<file path="src/shared/pcc_pkg.sv">
// Constants shared by the pair-join and prescaler-gating control block
// Behaviour
// - Joined pair 6/7 is one 16-bit channel on pin 7 using channel 7 settings.
// - Joined pair 4/5 is one 16-bit channel on pin 5 using channel 5 settings.
// - Joined pair 2/3 is one 16-bit channel on pin 3 using channel 3 settings.
// - Joined pair 0/1 is one 16-bit channel on pin 1 using channel 1 settings.
// - Join bits sit at control bits 7..4; clear bit means two 8-bit channels.
// - Halt-in-wait bit 3 stops prescaler clock during wait mode.
// - Halt-in-freeze bit 2 stops prescaler clock during freeze, counters hold.
// - Registers stay reachable in freeze; clearing bit or leaving freeze restarts.
// - Bits of absent channels ignore writes and read as zero.
// - Each channel picks one of four counting clock sources.
package pcc_pkg;
  localparam int          ADDR_W          = 4;
  localparam int          DATA_W          = 8;
  localparam int          NUM_CHAN        = 8;
  localparam int          NUM_PAIR        = 4;
  localparam int          CLK_SEL_W       = 2;
  localparam int          PRESC_W         = 8;
  localparam logic [3:0]  ADDR_CTL        = 4'h0;
  localparam logic [3:0]  ADDR_CLK_LO     = 4'h1;
  localparam logic [3:0]  ADDR_CLK_HI     = 4'h2;
  localparam logic [3:0]  ADDR_POL        = 4'h3;
  localparam logic [3:0]  ADDR_EN         = 4'h4;
  localparam logic [3:0]  ADDR_CENTER     = 4'h5;
  localparam logic [3:0]  ADDR_STATUS     = 4'h6;
  localparam logic [3:0]  ADDR_COUNT      = 4'h7;
  localparam int          BIT_JOIN67      = 7;
  localparam int          BIT_JOIN45      = 6;
  localparam int          BIT_JOIN23      = 5;
  localparam int          BIT_JOIN01      = 4;
  localparam int          BIT_HALT_WAIT   = 3;
  localparam int          BIT_HALT_FREEZE = 2;
  localparam int          JOIN_LSB        = 4;
  localparam logic [7:0]  CTL_RESET       = 8'h00;
  localparam logic [7:0]  CHAN_RESET      = 8'h00;
  localparam logic [7:0]  ZERO_BYTE       = 8'h00;
  localparam logic [7:0]  CHAN_MASK_ALL   = 8'hff;
endpackage

</file>
<file path="src/rtl/pcc_prescaler.sv">
// Prescaler counter that advances only while its input clock is let through
`timescale 1ns/1ps
module pcc_prescaler
  import pcc_pkg::*;
#(
  parameter int W = PRESC_W
) (
  input  wire logic         clk,
  input  wire logic         srst,
  input  wire logic         run,
  output logic [W-1:0]      count
);
  logic [W-1:0] count_reg;
  logic [W-1:0] count_next;

  // Gated by enable rather than a gated clock, so no glitch on the tree
  assign count_next = run ? count_reg + {{(W-1){1'b0}}, 1'b1} : count_reg;

  always_ff @(posedge clk) begin
    if (srst) begin
      count_reg <= '0;
    end else begin
      count_reg <= count_next;
    end
  end

  assign count = count_reg;
endmodule // pcc_prescaler

</file>
<file path="src/rtl/pcc_top.sv">
// Pair-join mapping, clock select and prescaler gating with its register bank
`timescale 1ns/1ps
module pcc_top
  import pcc_pkg::*;
#(
  parameter logic [7:0] CHAN_MASK = CHAN_MASK_ALL
) (
  input  wire logic                          SYS_CLK,
  input  wire logic                          SRST,
  input  wire logic [ADDR_W-1:0]             ADDR,
  input  wire logic [DATA_W-1:0]             WDATA,
  input  wire logic                          WR,
  input  wire logic                          RD,
  output logic      [DATA_W-1:0]             RDATA,
  input  wire logic                          WAIT_MODE,
  input  wire logic                          FREEZE_MODE,
  output logic                               PRESCALER_CLK_EN,
  output logic      [PRESC_W-1:0]            PRESCALE_COUNT,
  output logic      [NUM_PAIR-1:0]           PAIR_JOINED,
  output logic      [NUM_CHAN*CLK_SEL_W-1:0] CHAN_CLK_SEL,
  output logic      [NUM_CHAN-1:0]           CHAN_POL,
  output logic      [NUM_CHAN-1:0]           CHAN_CENTER,
  output logic      [NUM_CHAN-1:0]           CHAN_RUN,
  output logic      [NUM_CHAN-1:0]           MODULATOR_OUTPUT_PORT_EN
);

  // A pair can join only when both of its channels exist
  localparam logic [7:0] CTL_MASK = {CHAN_MASK[7] & CHAN_MASK[6],
                                     CHAN_MASK[5] & CHAN_MASK[4],
                                     CHAN_MASK[3] & CHAN_MASK[2],
                                     CHAN_MASK[1] & CHAN_MASK[0],
                                     1'b1, 1'b1, 1'b0, 1'b0};

  // Setting source for a channel: the even half of a joined pair follows the odd half
  function automatic logic [2:0] src_chan(input logic [2:0] ch, input logic [NUM_PAIR-1:0] joined);
    src_chan = (!ch[0] && joined[ch[2:1]]) ? {ch[2:1], 1'b1} : ch;
  endfunction

  logic [7:0]                    ctl_reg;
  logic [7:0]                    clk_lo_reg;
  logic [7:0]                    clk_hi_reg;
  logic [7:0]                    pol_reg;
  logic [7:0]                    en_reg;
  logic [7:0]                    center_reg;
  logic [DATA_W-1:0]             rdata_reg;
  logic [DATA_W-1:0]             rdata_next;
  logic [NUM_CHAN*CLK_SEL_W-1:0] clk_sel_reg_all;
  logic [NUM_CHAN*CLK_SEL_W-1:0] clk_sel_next;
  logic [NUM_CHAN*CLK_SEL_W-1:0] clk_mask;
  logic [NUM_CHAN-1:0]           pol_next;
  logic [NUM_CHAN-1:0]           center_next;
  logic [NUM_CHAN-1:0]           run_next;
  logic [NUM_CHAN-1:0]           pin_next;
  logic [NUM_CHAN*CLK_SEL_W-1:0] clk_out_reg;
  logic [NUM_CHAN-1:0]           pol_out_reg;
  logic [NUM_CHAN-1:0]           center_out_reg;
  logic [NUM_CHAN-1:0]           run_out_reg;
  logic [NUM_CHAN-1:0]           pin_out_reg;
  logic [NUM_PAIR-1:0]           joined_out_reg;
  logic [NUM_PAIR-1:0]           joined;
  logic [PRESC_W-1:0]            count;
  logic [DATA_W-1:0]             status;
  logic                          wr_ctl;
  logic                          wr_clk_lo;
  logic                          wr_clk_hi;
  logic                          wr_pol;
  logic                          wr_en;
  logic                          wr_center;
  logic                          halt_wait;
  logic                          halt_freeze;
  logic                          prescaler_run;

  // Address decode
  assign wr_ctl    = WR && (ADDR == ADDR_CTL);
  assign wr_clk_lo = WR && (ADDR == ADDR_CLK_LO);
  assign wr_clk_hi = WR && (ADDR == ADDR_CLK_HI);
  assign wr_pol    = WR && (ADDR == ADDR_POL);
  assign wr_en     = WR && (ADDR == ADDR_EN);
  assign wr_center = WR && (ADDR == ADDR_CENTER);

  // Two select bits per channel, masked per channel
  genvar gi;
  generate
    for (gi = 0; gi < NUM_CHAN; gi++) begin : g_clk_mask
      assign clk_mask[gi*CLK_SEL_W +: CLK_SEL_W] = {CLK_SEL_W{CHAN_MASK[gi]}};
    end
  endgenerate

  always_ff @(posedge SYS_CLK) begin
    if (SRST) begin
      ctl_reg <= CTL_RESET;
    end else if (wr_ctl) begin
      ctl_reg <= WDATA & CTL_MASK;
    end
  end

  always_ff @(posedge SYS_CLK) begin
    if (SRST) begin
      clk_lo_reg <= CHAN_RESET;
      clk_hi_reg <= CHAN_RESET;
    end else begin
      if (wr_clk_lo) begin
        clk_lo_reg <= WDATA & clk_mask[7:0];
      end
      if (wr_clk_hi) begin
        clk_hi_reg <= WDATA & clk_mask[15:8];
      end
    end
  end

  always_ff @(posedge SYS_CLK) begin
    if (SRST) begin
      pol_reg    <= CHAN_RESET;
      en_reg     <= CHAN_RESET;
      center_reg <= CHAN_RESET;
    end else begin
      if (wr_pol) begin
        pol_reg <= WDATA & CHAN_MASK;
      end
      if (wr_en) begin
        en_reg <= WDATA & CHAN_MASK;
      end
      if (wr_center) begin
        center_reg <= WDATA & CHAN_MASK;
      end
    end
  end

  assign clk_sel_reg_all = {clk_hi_reg, clk_lo_reg};
  assign joined          = ctl_reg[BIT_JOIN67:JOIN_LSB];
  assign halt_wait       = ctl_reg[BIT_HALT_WAIT];
  assign halt_freeze     = ctl_reg[BIT_HALT_FREEZE];

  // Combinational so a mode change gates the very same cycle
  assign prescaler_run = !(WAIT_MODE && halt_wait)
                      && !(FREEZE_MODE && halt_freeze);

  // Per-channel effective settings
  generate
    for (gi = 0; gi < NUM_CHAN; gi++) begin : g_map
      localparam logic [2:0] CH = 3'(gi);
      wire logic [2:0] src = src_chan(CH, joined);
      assign clk_sel_next[gi*CLK_SEL_W +: CLK_SEL_W] =
        clk_sel_reg_all[src*CLK_SEL_W +: CLK_SEL_W];
      assign pol_next[gi]    = pol_reg[src];
      assign center_next[gi] = center_reg[src];
      assign run_next[gi]    = en_reg[src];
      // Upper-byte half of a joined pair never drives its pin
      assign pin_next[gi]    = en_reg[gi] && (CH[0] || !joined[CH[2:1]]);
    end
  endgenerate

  always_ff @(posedge SYS_CLK) begin
    if (SRST) begin
      clk_out_reg    <= '0;
      pol_out_reg    <= '0;
      center_out_reg <= '0;
      run_out_reg    <= '0;
      pin_out_reg    <= '0;
      joined_out_reg <= '0;
    end else begin
      clk_out_reg    <= clk_sel_next;
      pol_out_reg    <= pol_next;
      center_out_reg <= center_next;
      run_out_reg    <= run_next;
      pin_out_reg    <= pin_next;
      joined_out_reg <= joined;
    end
  end

  pcc_prescaler #(
    .W (PRESC_W)
  ) u_prescaler (
    .clk   (SYS_CLK),
    .srst  (SRST),
    .run   (prescaler_run),
    .count (count)
  );

  // Read path is never gated by freeze, so the bank stays reachable
  assign status = {5'h00, FREEZE_MODE, WAIT_MODE, prescaler_run};

  assign rdata_next = (ADDR == ADDR_CTL)    ? ctl_reg :
                      (ADDR == ADDR_CLK_LO) ? clk_lo_reg :
                      (ADDR == ADDR_CLK_HI) ? clk_hi_reg :
                      (ADDR == ADDR_POL)    ? pol_reg :
                      (ADDR == ADDR_EN)     ? en_reg :
                      (ADDR == ADDR_CENTER) ? center_reg :
                      (ADDR == ADDR_STATUS) ? status :
                      (ADDR == ADDR_COUNT)  ? count :
                                              ZERO_BYTE;

  // Data stand only in the cycle after the read strobe
  always_ff @(posedge SYS_CLK) begin
    if (SRST) begin
      rdata_reg <= ZERO_BYTE;
    end else begin
      rdata_reg <= RD ? rdata_next : ZERO_BYTE;
    end
  end

  assign RDATA                    = rdata_reg;
  assign PRESCALER_CLK_EN         = prescaler_run;
  assign PRESCALE_COUNT           = count;
  assign PAIR_JOINED              = joined_out_reg;
  assign CHAN_CLK_SEL             = clk_out_reg;
  assign CHAN_POL                 = pol_out_reg;
  assign CHAN_CENTER              = center_out_reg;
  assign CHAN_RUN                 = run_out_reg;
  assign MODULATOR_OUTPUT_PORT_EN = pin_out_reg;

  a_join67_pin_map: assert property (@(posedge SYS_CLK) disable iff (SRST)
    ctl_reg[BIT_JOIN67] |=> !MODULATOR_OUTPUT_PORT_EN[6]
      && MODULATOR_OUTPUT_PORT_EN[7] == $past(en_reg[7]) && CHAN_POL[6] == CHAN_POL[7]
      && CHAN_CENTER[6] == CHAN_CENTER[7] && CHAN_CLK_SEL[13:12] == CHAN_CLK_SEL[15:14])
    else $error("pair 6/7 join mapping wrong");

  a_join45_pin_map: assert property (@(posedge SYS_CLK) disable iff (SRST)
    ctl_reg[BIT_JOIN45] |=> !MODULATOR_OUTPUT_PORT_EN[4]
      && MODULATOR_OUTPUT_PORT_EN[5] == $past(en_reg[5]) && CHAN_POL[4] == CHAN_POL[5]
      && CHAN_RUN[4] == CHAN_RUN[5] && CHAN_CLK_SEL[9:8] == CHAN_CLK_SEL[11:10])
    else $error("pair 4/5 join mapping wrong");

  a_join23_pin_map: assert property (@(posedge SYS_CLK) disable iff (SRST)
    ctl_reg[BIT_JOIN23] |=> !MODULATOR_OUTPUT_PORT_EN[2]
      && MODULATOR_OUTPUT_PORT_EN[3] == $past(en_reg[3]) && CHAN_CENTER[2] == CHAN_CENTER[3]
      && CHAN_CLK_SEL[5:4] == CHAN_CLK_SEL[7:6])
    else $error("pair 2/3 join mapping wrong");

  a_join01_pin_map: assert property (@(posedge SYS_CLK) disable iff (SRST)
    ctl_reg[BIT_JOIN01] |=> !MODULATOR_OUTPUT_PORT_EN[0]
      && MODULATOR_OUTPUT_PORT_EN[1] == $past(en_reg[1]) && CHAN_POL[0] == CHAN_POL[1]
      && CHAN_CLK_SEL[1:0] == CHAN_CLK_SEL[3:2])
    else $error("pair 0/1 join mapping wrong");

  a_split_pair_own: assert property (@(posedge SYS_CLK) disable iff (SRST)
    !ctl_reg[BIT_JOIN01] |=> MODULATOR_OUTPUT_PORT_EN[0] == $past(en_reg[0])
      && CHAN_POL[0] == $past(pol_reg[0]) && PAIR_JOINED[0] == 1'b0)
    else $error("separate channel 0 does not use its own settings");

  // Both halves of the wait option: halted when set, running when clear
  a_wait_gate_now: assert property (@(posedge SYS_CLK) disable iff (SRST)
    (WAIT_MODE && !FREEZE_MODE) |-> PRESCALER_CLK_EN == !ctl_reg[BIT_HALT_WAIT])
    else $error("wait gating of prescaler wrong");

  a_freeze_count_hold: assert property (@(posedge SYS_CLK) disable iff (SRST)
    (FREEZE_MODE && ctl_reg[BIT_HALT_FREEZE]) |=> PRESCALE_COUNT == $past(PRESCALE_COUNT))
    else $error("prescaler advanced while frozen");

  a_freeze_restart: assert property (@(posedge SYS_CLK) disable iff (SRST)
    (FREEZE_MODE && ctl_reg[BIT_HALT_FREEZE] && wr_ctl && !WDATA[BIT_HALT_FREEZE] && !WAIT_MODE)
      ##1 (FREEZE_MODE && !WAIT_MODE) |=> PRESCALE_COUNT == $past(PRESCALE_COUNT) + 8'h01)
    else $error("prescaler did not restart after halt bit cleared");

  a_freeze_reg_read: assert property (@(posedge SYS_CLK) disable iff (SRST)
    (FREEZE_MODE && RD && ADDR == ADDR_CTL) |=> RDATA == $past(ctl_reg))
    else $error("control register unreadable in freeze");

  a_absent_reads_zero: assert property (@(posedge SYS_CLK) disable iff (SRST)
    (RD && ADDR == ADDR_EN) |=> (RDATA & ~CHAN_MASK) == ZERO_BYTE && (ctl_reg & ~CTL_MASK) == ZERO_BYTE)
    else $error("absent channel bit read nonzero");

  a_clk_sel_own: assert property (@(posedge SYS_CLK) disable iff (SRST)
    wr_clk_hi ##1 !wr_clk_hi |=> CHAN_CLK_SEL[15:14] == $past(clk_hi_reg[7:6]))
    else $error("channel 7 clock select not applied");

endmodule // pcc_top

</file>
<file path="config.mk">
export PLATFORM = sky130hd
export DESIGN_NAME = pcc_top
export DESIGN_NICKNAME = d
export VERILOG_FILES = /design/src/shared/pcc_pkg.sv /design/src/rtl/pcc_prescaler.sv /design/src/rtl/pcc_top.sv
export SDC_FILE = /design/constraint.sdc
export NUM_CORES = 1
export LEC_CHECK = 0
export ABC_AREA = 1
export ABC_CLOCK_PERIOD_IN_PS = 2300
export BUFFER_PORTS_ARGS = -buffer_cell sky130_fd_sc_hd__buf_2
export CORE_ASPECT_RATIO = 1.75
export CORE_MARGIN = 1.5
export CORE_UTILIZATION = 50
export CTS_BUF_LIST = sky130_fd_sc_hd__clkbuf_4 sky130_fd_sc_hd__clkbuf_8 sky130_fd_sc_hd__clkbuf_16
export DETAILED_ROUTE_END_ITERATION = 7
export GPL_ROUTABILITY_DRIVEN = 0
export PLACE_DENSITY = 0.74
export SYNTH_ARGS = -nofsm -noshare
export SYNTH_HDL_FRONTEND = slang
export SYNTH_SLANG_ARGS = --single-unit
</file>
<file path="constraint.sdc">
create_clock -name SYS_CLK -period 2.3 [get_ports SYS_CLK]
set_input_delay 0.115 -clock SYS_CLK [delete_from_list [all_inputs] [get_ports SYS_CLK]]
set_output_delay 0.115 -clock SYS_CLK [all_outputs]
set_load 0.02 [all_outputs]
</file>
# After elaboration in Yosys (flattened, before gate mapping)
# Cells that the tools add are included.
word_totals:
  latch_bits: 0
  mem_bits_rw: 0
  reg_bits: 114
  memories: 0
  mem_bits_ro: 0
  word_cells: 90
  inputBits: 18
  out_inout_bits: 69
classes:
  n_addsub: 1
  order_cmp: 4
  n_bitwise: 1
  shift: 4
  reduce_logical: 22
  div: 0
  multipliers: 0
  mux: 36
  eq_ne: 7
ops:
  columns: ["cell", "n"]
  rows:
  - ["8-bit two-way mux", 8]
  - ["1-bit binary-select mux with 3-bit select", 12]
  - ["16-bit by 5-bit variable part select with 2-bit output", 2]
  - ["4-bit by 3-bit equality test with 1-bit output, second input constant", 4]
  - ["1-bit two-way mux", 16]
  - ["16-bit by 3-bit variable part select with 2-bit output", 1]
  - ["16-bit by 4-bit variable part select with 2-bit output", 1]
  - ["1-bit logical AND", 13]
  - ["8-bit by 1-bit adder with 8-bit output, second input constant", 1]
  - ["4-bit by 2-bit equality test with 1-bit output, second input constant", 2]
  - ["3-bit by 4-bit < comparator with 1-bit output, second input constant", 2]
  - ["1-bit zero test", 6]
  - ["4-bit by 1-bit equality test with 1-bit output, second input constant", 1]
  - ["4-bit zero test", 1]
  - ["1-bit by 4-bit < comparator with 1-bit output, second input constant", 1]
  - ["2-bit by 4-bit < comparator with 1-bit output, second input constant", 1]
  - ["3-bit OR reduction", 1]
  - ["2-bit OR reduction", 1]
  - ["1-bit inverter", 1]

# Logic depth before layout (Yosys ltp)
logic_depth:
  depth_word: 10
  depth_mapped: 10
  ltp_nobuf: 10

# Modules after synthesis
# Synthesis repeated with hierarchy kept, for this count alone.
unflattened:
  cells_unflattened: 521
  hier_area_um2: 4167.7
modules_own_cells:
  columns: ["module", "cells_each", "instances", "area_each_um2", "seq_area_each_um2"]
  rows:
  - ["pcc_top", 473, 1, 3806.2, 2042.0]
  - ["pcc_prescaler", 48, 1, 361.6, 160.2]

# Worst setup path after synthesis
# OpenSTA, ideal clock, no wires.
synth_path:
  kind: "register -> register"
  from: "reg ctl_reg[2]"
  to: "reg rdata_reg[0] (netlist: RDATA[0])"
  setup_slack_ns: 0.985
  arrival_ns: 1.206
  stages_incl_launch_ff: 10
  path_buffers: 0
  synth_period_minus_slack_ns: 1.315
  t_required_ns: 2.191
  setup_time_ns: 0.109
  path_cell_list: "dfxtp_1 inv_1 o21ai_1 inv_1 nand3_1 nand3_1 nor2_1 nand3_1 nand2_1 inv_1"
synth_via:
  elab_chain_len: 9
synth_rtl:
  columns: ["element", "line", "rtl"]
  rows:
  - ["from (decl)", "pcc_top.sv:39", "logic [7:0] ctl_reg;"]
  - ["from (signal assigned)", "pcc_top.sv:93", "ctl_reg <= WDATA & CTL_MASK;"]
  - ["1-bit logical AND", "pcc_top.sv:136", "&& !(FREEZE_MODE && halt_freeze);"]
  - ["1-bit zero test", "pcc_top.sv:136", null]
  - ["1-bit logical AND", "pcc_top.sv:136", null]
  - ["named net PRESCALER_CLK_EN", "pcc_top.sv:17", "output logic PRESCALER_CLK_EN,"]
  - ["8-bit two-way mux", "pcc_top.sv:189", "(ADDR == ADDR_STATUS) ? status :"]
  - ["8-bit two-way mux", "pcc_top.sv:188", "(ADDR == ADDR_CENTER) ? center_reg :"]
  - ["8-bit two-way mux", "pcc_top.sv:187", "(ADDR == ADDR_EN) ? en_reg :"]
  - ["8-bit two-way mux", "pcc_top.sv:186", "(ADDR == ADDR_POL) ? pol_reg :"]
  - ["8-bit two-way mux", "pcc_top.sv:185", "(ADDR == ADDR_CLK_HI) ? clk_hi_reg :"]
  - ["8-bit two-way mux", "pcc_top.sv:184", "(ADDR == ADDR_CLK_LO) ? clk_lo_reg :"]
  - ["to (signal assigned)", "pcc_top.sv:198", "rdata_reg <= RD ? rdata_next : ZERO_BYTE;"]
  - ["to (decl)", "pcc_top.sv:45", "logic [DATA_W-1:0] rdata_reg;"]
# The timed path passes the listed nets, and every way through them passes these cells.
# A chain may end at the register's enable or synchronous reset.

# Worst setup path after layout
layout_path:
  from: "reg ctl_reg[2]"
  to: "reg rdata_reg[0] (netlist: RDATA[0])"
layout_via:
  elab_chain_len: 9
layout_rtl:
  columns: ["element", "line"]
  rows:
  - ["1-bit logical AND", "pcc_top.sv:136"]
  - ["1-bit zero test", "pcc_top.sv:136"]
  - ["1-bit logical AND", "pcc_top.sv:136"]
  - ["8-bit two-way mux", "pcc_top.sv:189"]
  - ["8-bit two-way mux", "pcc_top.sv:188"]
  - ["8-bit two-way mux", "pcc_top.sv:187"]
  - ["8-bit two-way mux", "pcc_top.sv:186"]
  - ["8-bit two-way mux", "pcc_top.sv:185"]
  - ["8-bit two-way mux", "pcc_top.sv:184"]
# Every way passes these cells.

==> impl_metrics.csv <==
group,metric,value,unit
pwr,power_frac_comb,6.2,%
worst_setup_path,critPathRequiredTime,2550,ps
sta,rsz0062_at_grt,"false",
layout,drive_above_1_share,20.6,%
pwr,power.density,769,nW/um2
synth,synth_top_cell_by_area,"dfxtp_1",
die,dieArea,8680,um2
layout,syn_to_final_growth,17.7,%
worst_setup_path,crit_path_cell_trace,"inv_1 -> o21ai_1 -> inv_1 -> nand3_1 -> nand3_1 -> nor2_1 -> nand3_1 -> nand2_1 -> inv_1",
placed_design,port_buffers,86,
clocking,clk_latency,350,ps
synth,synth.distinct_cells,24,
grt,first_global_vias,3467,
synth,synthDominantCellAreaShare,54.3,%
die,rows,43,
grt,gr-usage-met2,42.8,%
grt,grt_max_degree,44,
flow_run,max_cap_violations,0,
grt,busiest_layer,"met2",
die,die_w,71.1,um
sta,slew_violations,0,
routing,dr.pass1.iters,5,
routing,final_antenna_net_count,0,
synth,synthesis.yosys.warnings,0,
clocking,clkTransAtPathRegs,70,ps
grt,antenna_found_initial,0,
routing,drtIter0Drc,247,
grt,grt_use_met3,4.80,%
worst_setup_path,endpoint_kind,"register",
synth,synth_area_per_cell,7.85,um2
min_path,holdPathStages,3,
worst_setup_path,path_max_fanout,6,
pwr,p_int,2.81,mW
pwr,seqPwrFrac,53.5,%
worst_setup_path,worst-r2r-cell-count,9,
synth,synth-edff-count,0,
clocking,cts-hold-fix-buffers,0,
layout,antennaDiodeCount,0,
synth,yosysMostFrequentCell,"dfxtp_1",
layout,fin_area,4770,um2
layout,n_fill_cell,718,
sta,worst_pin_slew,521,ps
die,io_pins,87,
worst_setup_path,cpMaxStageDelayCell,"dfxtp_1",
worst_setup_path,regToRegStartpoint,"ctl_reg[2]",
routing,drc_errors,0,
outcome,outcome,"finished clean",
routing,wire_per_inst,15.0,um
die,start_util,51.3,%
layout,nets,606,
worst_setup_path,crit_arrival,1830,ps
synth,ys_top_cells_by_area,"dfxtp_1 (54%), a21oi_1 (10%), nand2_1 (7.0%)",
synth,synthTopCellsByCount,"dfxtp_1 (110), a21oi_1 (81), nand2_1 (76), inv_1 (54), o21ai_0 (47)",
min_path,hold_class,"in -> reg",
sta,hold_viol,0,
sta,finalCritPeriodShare,68.8,%
clocking,cts_root_buffer,"clkbuf_16",
worst_setup_path,path_depth,9,
synth,seq_area_frac_synth,54.3,%
placed_design,placement.cell_area,4480,um2
die,coreArea,7910,um2
worst_setup_path,cpPeakStageDelay,340,ps
routing,vias_per_cell,5.45,
worst_setup_path,crit_path_start,"ctl_reg[2]",
pwr,p_clk_share,40.3,%
worst_setup_path,endpoint,"RDATA[0]",
sta,finalCriticalPeriod,1580,ps
grt,overflow,0,
clocking,post_cts_buffers,0,
synth,async_flop_share,0,%
pwr,swShare,23.4,%
sta,whs,63.4,ps
sta,setup_violations,0,
clocking,cts.path.max_buffers,2,
worst_setup_path,worstSetupPathType,"reg -> reg",
sta,clock_skew,4.63,ps
placed_design,dpl.hpwl,7320,um
routing,vias,3716,
worst_setup_path,worst-path-buf-inv,3,
worst_setup_path,startpoint_type,"register",
clocking,cts_buffers,9,
synth,synth_seq_cells,110,
pwr,switching_power,0.859,mW
clocking,post_cts_resized,0,
grt,grt_pass1_wl,16300,um
grt,grt_util_met1,27.0,%
worst_setup_path,r2r_setup_slack,720,ps
routing,wl,10200,um
synth,synth_area,4060,um2
synth,synth-main-ff-cell,"dfxtp_1",
synth,synth_nets,536,
sta,fmax,0.632,GHz
pwr,peakVddDrop,0.000488,V
clocking,htreeDepth,3,
synth,syn_inst,517,
clocking,cts_tree,"built",
pwr,p_leak,2.14,nW
clocking,clock-sinks,110,
sta,tns,0,ps
worst_setup_path,crit_family,"simple AND/OR/NAND/NOR gates",
grt,grt_usage,24.2,%
layout,largest_reg_flops,16,
sta,slew_headroom,65.2,%
worst_setup_path,reg2reg_to,"RDATA[0]",
die,die_h,122,um
layout by cell type, fill, tap and decap left out, types with 4 or more instances in the layout:
cell       instances
dfxtp_1          110
buf_2             86
a21oi_1           81
nand2_1           76
inv_1             54
o21ai_0           47
nor2_1            39
nand3_1           35
o21ai_1           13
clkbuf_16          9
inv_2              8
nand4_1            7
nor2_2             4
worst reg2reg max path, cell delays in order, from the launching register on:
cell and delay (ps):
dfxtp_1 340, inv_1 70, o21ai_1 330, inv_1 180
nand3_1 110, nand3_1 70, nor2_1 150, nand3_1 110
nand2_1 90, inv_1 50
routing by layer:
metal | part of all wire [%] | routed length, um
met1 | 39 | 3960
met2 | 52 | 5300
met3 | 6.3 | 640
met4 | 3.3 | 335
met5 | 0 | 0
cells by family after synthesis:
| logic type | count (synthesis) | synth area share [%] |
|---|---|---|
| buffers and inverters | 92 | 9.13 |
| AOI/OAI and AO/OA | 143 | 17.8 |
| DFF | 110 | 54.3 |
| and+or+nand+nor | 170 | 18.3 |
| adders and majority gates | 1 | 0.308 |
| xor gates and xnor gates | 1 | 0.216 |
per-stage QoR:
| step | instances | worst slack, ps | total power [mW] | utilization [%] |
|---|---|---|---|---|
| floorplan | 517 | 985 | 2.14 | - |
| detailed placement | 666 | 673 | 2.23 | 56.7 |
| finish | 682 | 718 | 3.67 | 60.4 |
| global route | 682 | 627 | 3.79 | 60.4 |
| CTS | 682 | 728 | 3.69 | 60.4 |
| global placement | 666 | 687 | 2.23 | 56.7 |
worst min path at each step:
stage / slack, ps / endpoint / start
floorplan: 260 / RDATA[2] / RD
global placement: 420 / RDATA[2] / RD
detailed placement: 420 / RDATA[2] / RD
CTS: 60 / RDATA[2] / RD
global route: 80 / RDATA[2] / RD
finish: 60 / RDATA[2] / RD
area by class of cell:
class	instances	area (um2)	share of cell area, %
well taps	90	113	2.36
multi-input cells	315	1480	31.1
clock inverters	4	30.0	0.629
inverters	62	233	4.87
clock buffers	12	260	5.45
repair buffers	89	453	9.49
flip-flops and latches	110	2200	46.1
power groups by stage:
stage / clock network (mW) / logic (mW) / registers, mW
final: 1.48 / 0.228 / 1.96
after global routing: 1.57 / 0.255 / 1.97
after CTS: 1.50 / 0.226 / 1.96
after detailed placement: 0 / 0.225 / 2.01
after global placement: 0 / 0.222 / 2.01
after floorplan: 0 / 0.120 / 2.03
Power figures use the tool's default switching activity.
